`config.mk`:
```
export PLATFORM = sky130hd
export DESIGN_NAME = dpm_host
export DESIGN_NICKNAME = d
export VERILOG_FILES = /design/src/dpm_pkg.sv /design/src/dpm_sync.sv /design/src/dpm_host.sv
export VERILOG_INCLUDE_DIRS = /design/src
export SDC_FILE = /design/constraint.sdc
export NUM_CORES = 1
export LEC_CHECK = 0
export BUFFER_PORTS_ARGS = -buffer_cell sky130_fd_sc_hd__buf_2
export CAP_MARGIN = 20
export CORE_ASPECT_RATIO = 0.9
export CORE_MARGIN = 3
export CORE_UTILIZATION = 25
export CTS_CLUSTER_SIZE = 24
export DETAILED_ROUTE_END_ITERATION = 7
export HOLD_SLACK_MARGIN = 0.08
export PLACE_DENSITY_LB_ADDON = 0.05
export SLEW_MARGIN = 20
export SYNTH_ARGS = -nofsm -noshare
export SYNTH_HDL_FRONTEND = slang
export SYNTH_SLANG_ARGS = --single-unit
```
`constraint.sdc`:
```
create_clock -name clk_sys_i -period 2.6 [get_ports clk_sys_i]
set_input_delay 0.65 -clock clk_sys_i [delete_from_list [all_inputs] [get_ports clk_sys_i]]
set_output_delay 0.65 -clock clk_sys_i [all_outputs]
set_load 0.03 [all_outputs]
```
`src/dpm_defs.svh`:
```
`ifndef DPM_DEFS_SVH
`define DPM_DEFS_SVH

// Pin timing, ns, and derived counts at 100 MHz (10 ns period)
`define DPM_CLK_NS          10
`define DPM_ACCESS_NS       25
`define DPM_ACCESS_CYC      ((`DPM_ACCESS_NS + `DPM_CLK_NS - 1) / `DPM_CLK_NS)
`define DPM_WRITE_NS        22
`define DPM_WRITE_CYC       ((`DPM_WRITE_NS + `DPM_CLK_NS - 1) / `DPM_CLK_NS)
`define DPM_FLOW_NS         35
`define DPM_FLOW_CYC        ((`DPM_FLOW_NS + `DPM_CLK_NS - 1) / `DPM_CLK_NS)
`define DPM_TOKPULSE_NS     12
`define DPM_TOKPULSE_CYC    ((`DPM_TOKPULSE_NS + `DPM_CLK_NS - 1) / `DPM_CLK_NS)
`define DPM_BUSYSET_NS      20
`define DPM_BUSYSET_CYC     ((`DPM_BUSYSET_NS + `DPM_CLK_NS - 1) / `DPM_CLK_NS)

// Address layout
`define DPM_AW              17
`define DPM_DW              9
`define DPM_TOK_AW          3
`define DPM_MBOX_RIGHT      17'h1ffff
`define DPM_MBOX_LEFT       17'h1fffe

`endif

```
`src/dpm_pkg.sv`:
```
package dpm_pkg;
	`include "dpm_defs.svh"

	typedef enum logic [1:0]
	{
		DPM_CMD_READ  = 2'h0,
		DPM_CMD_WRITE = 2'h1,
		DPM_CMD_TOKRD = 2'h2,
		DPM_CMD_TOKWR = 2'h3
	} dpm_cmd_e;

	typedef struct packed
	{
		dpm_cmd_e               cmd;
		logic [`DPM_AW-1:0]     addr;
		logic [`DPM_DW-1:0]     wdata;
	} dpm_req_s;

	typedef struct packed
	{
		logic                   sel_n;
		logic                   token_select_n;
		logic                   wr_n;
		logic                   oe_n;
		logic [`DPM_AW-1:0]     addr;
	} dpm_pins_s;
endpackage

```
`src/dpm_sync.sv`:
```
`timescale 1ns/100ps
module dpm_sync
#(
	parameter int W = 1
)
(
	// Clock and reset
	input  wire logic         clk_sys_i,
	input  wire logic         rstn_i,
	// Data
	input  wire logic [W-1:0] d_i,
	output logic      [W-1:0] q_o
);
	logic [W-1:0] meta;

	always_ff @(posedge clk_sys_i or negedge rstn_i)
	begin
		if (!rstn_i)
		begin
			meta <= {W{1'b1}};
			q_o  <= {W{1'b1}};
		end
		else
		begin
			meta <= d_i;
			q_o  <= meta;
		end
	end
endmodule

```
`src/dpm_host.sv`:
```
`timescale 1ns/100ps
//
// Notes on behaviour
// - Writes end by strobe; select-ended also fine
// - Wait flowthrough delay reading other's write
// - Array read asserts enable and select
// - Token read uses token select, enable
// - Delay slave writes until busy settles
// - Request token by zero, read back ownership
// - Deassert token select before token readback
// - Token select chips latches, addr bits 0-2
// - Both selects low forbidden; decode table
//
`include "dpm_defs.svh"
module dpm_host
	import dpm_pkg::*;
(
	// Clock and reset
	input  wire logic                 clk_sys_i,
	input  wire logic                 rstn_i,
	// Request side
	input  wire logic                 req_valid_i,
	input  wire dpm_pkg::dpm_req_s    req_i,
	output logic                      req_ready_o,
	output logic                      rsp_valid_o,
	output logic [`DPM_DW-1:0]        rsp_data_o,
	output logic                      rsp_busy_o,
	output logic                      mbox_irq_o,
	// Port pins
	output dpm_pkg::dpm_pins_s        pins_o,
	input  wire logic [`DPM_DW-1:0]   data_i,
	output logic [`DPM_DW-1:0]        data_o,
	output logic                      data_oe_o,
	input  wire logic                 busy_n_i,
	input  wire logic                 int_n_i
);
	import dpm_pkg::*;

	// ****************************************
	// State
	// ****************************************
	typedef enum logic [4:0]
	{
		ST_IDLE   = 5'b00001,
		ST_SETTLE = 5'b00010,
		ST_ACT    = 5'b00100,
		ST_GAP    = 5'b01000,
		ST_FLOW   = 5'b10000
	} dpm_state_e;

	dpm_state_e        state;
	dpm_req_s          cur;
	logic [2:0]        cnt;
	logic              busy_n_s;
	logic              int_n_s;
	logic              busy_seen;

	function automatic logic is_write(input dpm_cmd_e c);
		is_write = (c == DPM_CMD_WRITE) || (c == DPM_CMD_TOKWR);
	endfunction

	function automatic logic is_token(input dpm_cmd_e c);
		is_token = (c == DPM_CMD_TOKRD) || (c == DPM_CMD_TOKWR);
	endfunction

	dpm_sync #(.W(2)) u_sync
	(
		.clk_sys_i (clk_sys_i),
		.rstn_i    (rstn_i),
		.d_i       ({busy_n_i, int_n_i}),
		.q_o       ({busy_n_s, int_n_s})
	);

	assign req_ready_o = (state == ST_IDLE);
	assign mbox_irq_o  = !int_n_s;

	// ****************************************
	// Sequencer
	// ****************************************
	always_ff @(posedge clk_sys_i or negedge rstn_i)
	begin
		if (!rstn_i)
		begin
			state <= ST_IDLE;
			cur   <= '0;
			cnt   <= 3'h0;
		end
		else
		begin
			unique case (state)
			ST_IDLE:
				if (req_valid_i)
				begin
					cur   <= req_i;
					cnt   <= 3'(`DPM_BUSYSET_CYC);
					state <= ST_SETTLE;
				end
			ST_SETTLE:
				if (cnt <= 3'h1)
				begin
					cnt   <= is_write(cur.cmd) ? 3'(`DPM_WRITE_CYC)
						: 3'(`DPM_ACCESS_CYC);
					state <= ST_ACT;
				end
				else
					cnt <= cnt - 3'h1;
			ST_ACT:
				if (cnt <= 3'h1)
				begin
					cnt   <= 3'(`DPM_TOKPULSE_CYC);
					state <= ST_GAP;
				end
				else
					cnt <= cnt - 3'h1;
			ST_GAP:
				if (cnt <= 3'h1)
				begin
					cnt   <= 3'(`DPM_FLOW_CYC);
					state <= ST_FLOW;
				end
				else
					cnt <= cnt - 3'h1;
			ST_FLOW:
				if (cnt <= 3'h1)
					state <= ST_IDLE;
				else
					cnt <= cnt - 3'h1;
			endcase
		end
	end

	// ****************************************
	// Pin drive
	// ****************************************
	always_ff @(posedge clk_sys_i or negedge rstn_i)
	begin
		if (!rstn_i)
		begin
			pins_o    <= '{sel_n: 1'b1, token_select_n: 1'b1, wr_n: 1'b1,
				oe_n: 1'b1, addr: '0};
			data_o    <= '0;
			data_oe_o <= 1'b0;
		end
		else if (state == ST_IDLE && req_valid_i)
		begin
			// Address first with strobes high
			pins_o.addr <= is_token(req_i.cmd)
				? {{(`DPM_AW-`DPM_TOK_AW){1'b0}},
				req_i.addr[`DPM_TOK_AW-1:0]} : req_i.addr;
			data_o <= is_token(req_i.cmd)
				? {{(`DPM_DW-1){1'b1}}, req_i.wdata[0]}
				: req_i.wdata;
		end
		else if (state == ST_SETTLE && cnt <= 3'h1)
		begin
			// Never both selects low
			pins_o.sel_n          <= is_token(cur.cmd);
			pins_o.token_select_n <= !is_token(cur.cmd);
			pins_o.oe_n           <= is_write(cur.cmd);
			pins_o.wr_n           <= !is_write(cur.cmd);
			data_oe_o             <= is_write(cur.cmd);
		end
		else if (state == ST_ACT && cnt <= 3'h1)
		begin
			// Strobe and both selects rise on the same edge, ending the write
			pins_o.wr_n           <= 1'b1;
			pins_o.sel_n          <= 1'b1;
			pins_o.token_select_n <= 1'b1;
			pins_o.oe_n           <= 1'b1;
			data_oe_o             <= 1'b0;
		end
	end

	// ****************************************
	// Response
	// ****************************************
	always_ff @(posedge clk_sys_i or negedge rstn_i)
	begin
		if (!rstn_i)
		begin
			rsp_valid_o <= 1'b0;
			rsp_data_o  <= '0;
			rsp_busy_o  <= 1'b0;
			busy_seen   <= 1'b0;
		end
		else
		begin
			rsp_valid_o <= (state == ST_FLOW) && (cnt <= 3'h1);
			if (state == ST_IDLE)
				busy_seen <= 1'b0;
			else if (state == ST_ACT && !busy_n_s)
				busy_seen <= 1'b1;
			if (state == ST_ACT && cnt <= 3'h1 && !is_write(cur.cmd))
				rsp_data_o <= is_token(cur.cmd)
					? {`DPM_DW{data_i[0]}} : data_i;
			if (state == ST_FLOW && cnt <= 3'h1)
				rsp_busy_o <= busy_seen;
		end
	end

	// ****************************************
	// Checks
	// ****************************************
	AST_SEL_EXCL: assert property (@(posedge clk_sys_i) disable iff (!rstn_i)
		!(!pins_o.sel_n && !pins_o.token_select_n))
		else $error("both selects low");
	AST_TOK_ADDR: assert property (@(posedge clk_sys_i) disable iff (!rstn_i)
		!pins_o.token_select_n |-> pins_o.addr[`DPM_AW-1:`DPM_TOK_AW] == '0)
		else $error("token address high bits set");
	AST_WR_DATA: assert property (@(posedge clk_sys_i) disable iff (!rstn_i)
		!pins_o.wr_n |-> data_oe_o && pins_o.oe_n)
		else $error("write without data drive");
	AST_RD_OE: assert property (@(posedge clk_sys_i) disable iff (!rstn_i)
		(!pins_o.sel_n && pins_o.wr_n) |-> !pins_o.oe_n)
		else $error("read without output enable");
	AST_TOK_GAP: assert property (@(posedge clk_sys_i) disable iff (!rstn_i)
		$rose(pins_o.token_select_n) |-> pins_o.token_select_n[*2])
		else $error("token select gap too short");
	AST_SETTLE: assert property (@(posedge clk_sys_i) disable iff (!rstn_i)
		$fell(pins_o.wr_n) |-> $past(state, 1) == ST_SETTLE)
		else $error("write without settle");
	AST_RSP: assert property (@(posedge clk_sys_i) disable iff (!rstn_i)
		$fell(req_ready_o) |-> ##[4:20] rsp_valid_o)
		else $error("response late");
	AST_TOK_BIT: assert property (@(posedge clk_sys_i) disable iff (!rstn_i)
		(!pins_o.token_select_n && data_oe_o) |->
		data_o[`DPM_DW-1:1] == '1)
		else $error("token write upper bits");
endmodule

```
# Word-level counts from Yosys, hierarchy flattened
# Index checks and enable logic that the tools add are counted.
# op_classes
shift,0
magnitude_cmp,1
n_reduce_logical,19
n_div,0
n_eq_ne,16
n_mux,21
add_sub_neg,1
bitwise_logic,1
mul,0
# ops
op,n
5-bit two-way mux,5
5-bit one-hot mux with 5 select lines,1
9-bit two-way mux,2
17-bit two-way mux,1
3-bit two-way mux,5
3-bit one-hot mux with 5 select lines,1
"2-bit == test, second input constant",4
4-bit two-way mux,2
1-bit logical AND,6
"2-bit by 1-bit inequality test with 1-bit output, second input constant",3
"2-bit inequality test, second input constant",3
2-bit AND reduction,3
"5-bit by 1-bit == test with 1-bit output, second input constant",1
"5-bit by 2-bit == test with 1-bit output, second input constant",1
"5-bit by 3-bit == test with 1-bit output, second input constant",1
"5-bit by 4-bit == test with 1-bit output, second input constant",1
"5-bit == test, second input constant",1
5-bit AND reduction,1
1-bit logical NOT,4
1-bit two-way mux,4
2-bit nonzero test,2
"3-bit by 1-bit less-or-equal comparator with 1-bit output, second input constant",1
1-bit logical OR,3
"3-bit by 1-bit subtractor with 3-bit output, second input constant",1
2 further kinds,2
# word_totals
n_memories,0
latchBits,0
ramBits,0
romBits,0
in_bits,42
word_cells,75
out_inout_bits,44
register_bits,57

# Longest topological paths before layout
# logic_depth
depth_word,4
ltp_mapped,7
mapped_depth_nobuf,6

# Modules after synthesis
# From an unflattened synthesis, not the netlist that was laid out.
# hier_totals
hier_cells,245
area_unflattened_um2,2577.5
# modules_own_cells
mod,area_per_inst_um2,instances,cells_each,seq_area_each_um2
dpm_host,2472.4,1,241,1332.5
dpm_sync,105.1,1,4,105.1

# Worst setup path before layout
# No wires, ideal clock.
# synth_timing
path_kind,reg2reg
startpoint,reg cnt[1]
endpoint,reg rsp_data_o[0]
period_less_slack_ps,1911
t_arrival_ps,1786
setup_ps,125
path_stages_with_launch,8
setup_slack_ps,689
required_time_ps,2475
n_path_buf,1
path_cell_list,dfrtp_1 inv_1 ha_1 o21ba_4 or2_1 buf_6 nor3_4 mux2_2
# synth_between
elab_chain_cells,3
# synth_lines
element,line,rtl
start: declaration,dpm_host.sv:53,logic [2:0] cnt;
start signal: assignment,dpm_host.sv:95,cnt <= 3'(`DPM_BUSYSET_CYC);
start signal: assignment,dpm_host.sv:101,cnt <= is_write(cur.cmd) ? 3'(`DPM_WRITE_CYC)
start signal: assignment,dpm_host.sv:106,cnt <= cnt - 3'h1;
3-bit by 1-bit less-or-equal comparator with 1-bit output,dpm_host.sv:193,if (state == ST_ACT && cnt <= 3'h1 && !is_write(cur.cmd))
1-bit logical AND (2 in a row),dpm_host.sv:193,
end signal: assignment,dpm_host.sv:194,rsp_data_o <= is_token(cur.cmd)
end: declaration,dpm_host.sv:26,"output logic [`DPM_DW-1:0] rsp_data_o,"
# No other way between the ends.
# A chain may end at the register's enable or synchronous reset.

# Worst setup path in the final report
# layout_timing
startpoint,reg state[4]
endpoint,out req_ready_o
# layout_between
elab_chain_cells,1
# layout_lines
element,line,rtl
start: declaration,dpm_host.sv:51,dpm_state_e state;
start signal: assignment,dpm_host.sv:84,state <= ST_IDLE;
start signal: assignment,dpm_host.sv:96,state <= ST_SETTLE;
start signal: assignment,dpm_host.sv:103,state <= ST_ACT;
5-bit by 1-bit == test with 1-bit output,dpm_host.sv:74,assign req_ready_o = (state == ST_IDLE);
end: declaration,dpm_host.sv:24,"output logic req_ready_o,"
# No other way between the ends.

==> impl_metrics.tcl <==
set metrics [dict create \
    min_path_type "in -> async" \
    fin_setup_tns_ps 0 \
    status "finished clean" \
    drv_cap 0 \
    rr_endpoint "rsp_data_o[3]$_DFFE_PN0P_" \
    ctsHoldBuffers 0 \
    ys_ff_latch 57 \
    num-nets-final 366 \
    reg2reg_depth 6 \
    postSynthAreaPerCell_um2 10.9 \
    synth-async-reset-ratio 1.00 \
    area_growth_pct 32.4 \
    setup_viol 0 \
    finalCriticalPeriod_ps 2220 \
    wl_um 6350 \
    rrSetupSlack_ps 470 \
    core_mm2 0.00987 \
    grt_overflow 0 \
    clock_path_buffers 2 \
    drc 0 \
    slew_headroom 0.656 \
    final_layout_size_suffix_gt1_frac 0.416 \
    die_w_um 113 \
    grt_max_degree 43 \
    cts_max_level 3 \
    hold_ws_ps 302 \
    antenna_found_initial 0 \
    cts_buffers 9 \
    skew_ps 4.57 \
    pwr-share-clk 0.328 \
    wire_per_inst_um 14.0 \
    die_h_um 102 \
    p_seq_frac 0.356 \
    worstSkewPairLatency_ps 320 \
    crit_required_ps 1950 \
    yosysWarningCount 0 \
    drtIter0Drc 78 \
    root_buffer "clkbuf_16" \
    swShare 0.353 \
    critPathArrivalTime_ps 1570 \
    syn_nets 281 \
    finalHoldViolations 0 \
    grt_usage 0.116 \
    post-cts-setup-buffer-count 0 \
    die_area_mm2 0.0116 \
    p_switching_uw 1240 \
    end_kind "output port" \
    crit_chain "nor2_1 -> nand3_1 -> inv_1 -> buf_2" \
    finalCritPeriodShare 0.853 \
    slew_viol_final 0 \
    final_core_util 0.346 \
    cp_slowest_stage_delay_ps 530 \
    clkSinkCount 57 \
    critPathLaunchType "register" \
    grt_pass1_wl_um 10600 \
    synth_flop_cell "dfrtp_1" \
    rows 34 \
    netlist_instances 237 \
    tritoncts "built" \
    path_clk_slew_ps 50 \
    max_freq_mhz 451 \
    placed_cell_area_mm2 0.00313 \
    power.density_mw_per_mm2 1030 \
    rsz0062_at_grt "false" \
    grt_pass1_vias 1980 \
    setup_ws_ps 383 \
    via_count 1989 \
    place_ws_ps 449 \
    combPwrFrac 0.316 \
    gp_congestion 0.761 \
    crit_slowest_cell "dfrtp_1" \
    synth-edff-count 0 \
    ir_worst_vdd_mv 0.394 \
    yosys.cell_types.count 46 \
    final_antenna_net_count 0 \
    hpwl_um 4460 \
    path_max_fanout 12 \
    n_antenna_cell 0 \
    drt-vias-per-instance 4.39 \
    p_int_uw 2270 \
    synth_area_mm2 0.00258 \
    seq_area_frac_synth 0.557 \
    port_buffers 85 \
    tightest_slew_ps 516 \
    worstReg2RegStart "cnt[1]$_DFFE_PN0P_" \
    p_leak_uw 0.00164 \
    cts_resized 0 \
    initial_core_util 0.261 \
    io-pin-count 86 \
    dr.pass1.iters 4 \
    worstSetupPathType "reg -> out" \
    design_area_mm2 0.00342 \
]
flip-flops by register name, indices dropped and copies added, names as in the netlist:
register     cells
rsp_busy_o       1
busy_seen        1
cur              2
u_sync.meta      2
pins_o          21
state            5
u_sync.q_o       2
data_oe_o        1
rsp_data_o       9
data_o           9
rsp_valid_o      1
cnt              3
worst max-delay path: cells and delay by family (launching register included):
kind | cells | cell delay, ps
buf+inv | 2 | 280
flops | 1 | 530
simple gates | 2 | 440
power by group through the flow:
| stage | Combinational (µW) | Sequential (µW) | Clock (µW) |
|---|---|---|---|
| after global routing | 1200 | 1280 | 1240 |
| after global placement | 1120 | 1270 | 0 |
| after detailed placement | 1120 | 1260 | 0 |
| after CTS | 1120 | 1250 | 1180 |
| after floorplan | 567 | 1500 | 0 |
| final | 1110 | 1250 | 1150 |
synth_stat cells, types with 3 or more instances:
| master | count | area, µm² |
|---|---|---|
| mux2_2 | 16 | 180 |
| buf_2 | 3 | 15.0 |
| o21ai_0 | 26 | 130 |
| nor2_1 | 24 | 90.1 |
| nand2_1 | 7 | 26.3 |
| clkbuf_1 | 9 | 33.8 |
| nand3b_1 | 14 | 105 |
| a21oi_1 | 8 | 40.0 |
| dfrtp_1 | 48 | 1200 |
| nor3_1 | 3 | 15.0 |
| inv_1 | 28 | 105 |
| dfstp_2 | 9 | 236 |
| nand3_1 | 3 | 15.0 |
metal layers:
layer / vias to the layer above / share of wire / track usage
met5: - / 0 / 0
li1: 981 / - / -
met1: 928 / 0.48 / 0.159
met3: 9 / 0.092 / 0.0515
met2: 71 / 0.42 / 0.164
met4: 0 / 0.014 / 0.0388
cells in the final DEF (no fill, tap or decap), types with 2 or more instances in the layout:
cell type  Yosys  final
dfstp_2        9      9
a21o_1         2      2
o21ai_0       26     26
nand3b_1      14     14
nor3_1         3      3
clkbuf_16      0      9
o22a_1         2      2
inv_1         28     28
o211ai_1       2      2
clkbuf_1       9      2
nand2_1        7      7
mux2_2        16     16
a2bb2oi_1      2      2
dfrtp_1       48     48
buf_4          0      2
ha_1           2      2
clkinv_2       0      2
nor2_1        24     24
nand3_1        3      3
buf_2          3     85
a21oi_1        8      8
metrics by stage:
step / std cells / total power, µW
floorplan: 237 / 2070
global route: 453 / 3720
CTS: 453 / 3550
finish: 453 / 3510
detailed placement: 437 / 2380
global placement: 437 / 2390
layout make-up:
type | count | area [µm²]
Multi-Input combinational cell | 138 | 967
Inverter | 28 | 105
Tap cell | 126 | 158
Sequential cell | 57 | 1440
Fill cell | 1014 | 6450
Timing Repair Buffer | 88 | 460
Clock inverter | 5 | 56.3
Clock buffer | 11 | 233
cells by family (layout without fill, tap and decap cells):
family	count (synthesis)	count (layout)	share of synthesized area
xor+xnor	2	2	0.00679
fa+ha+maj	2	2	0.00970
compound gates	53	53	0.130
flops	57	57	0.557
buf+inv	42	132	0.0684
simple gates	64	64	0.154
mux	17	17	0.0737
worst max-delay path by stage:
stage,end,cells past startpoint,from
final,req_ready_o,4,state[4]$_DFFE_PN0P_
after CTS,req_ready_o,4,state[4]$_DFFE_PN0P_
after global routing,req_ready_o,4,state[2]$_DFFE_PN0P_
after detailed placement,rsp_data_o[7]$_DFFE_PN0P_,6,cnt[1]$_DFFE_PN0P_
after floorplan,rsp_data_o[0]$_DFFE_PN0P_,7,cnt[1]$_DFFE_PN0P_
after global placement,rsp_data_o[5]$_DFFE_PN0P_,6,cnt[1]$_DFFE_PN0P_
Note: power is estimated with default switching activity, not from simulation.
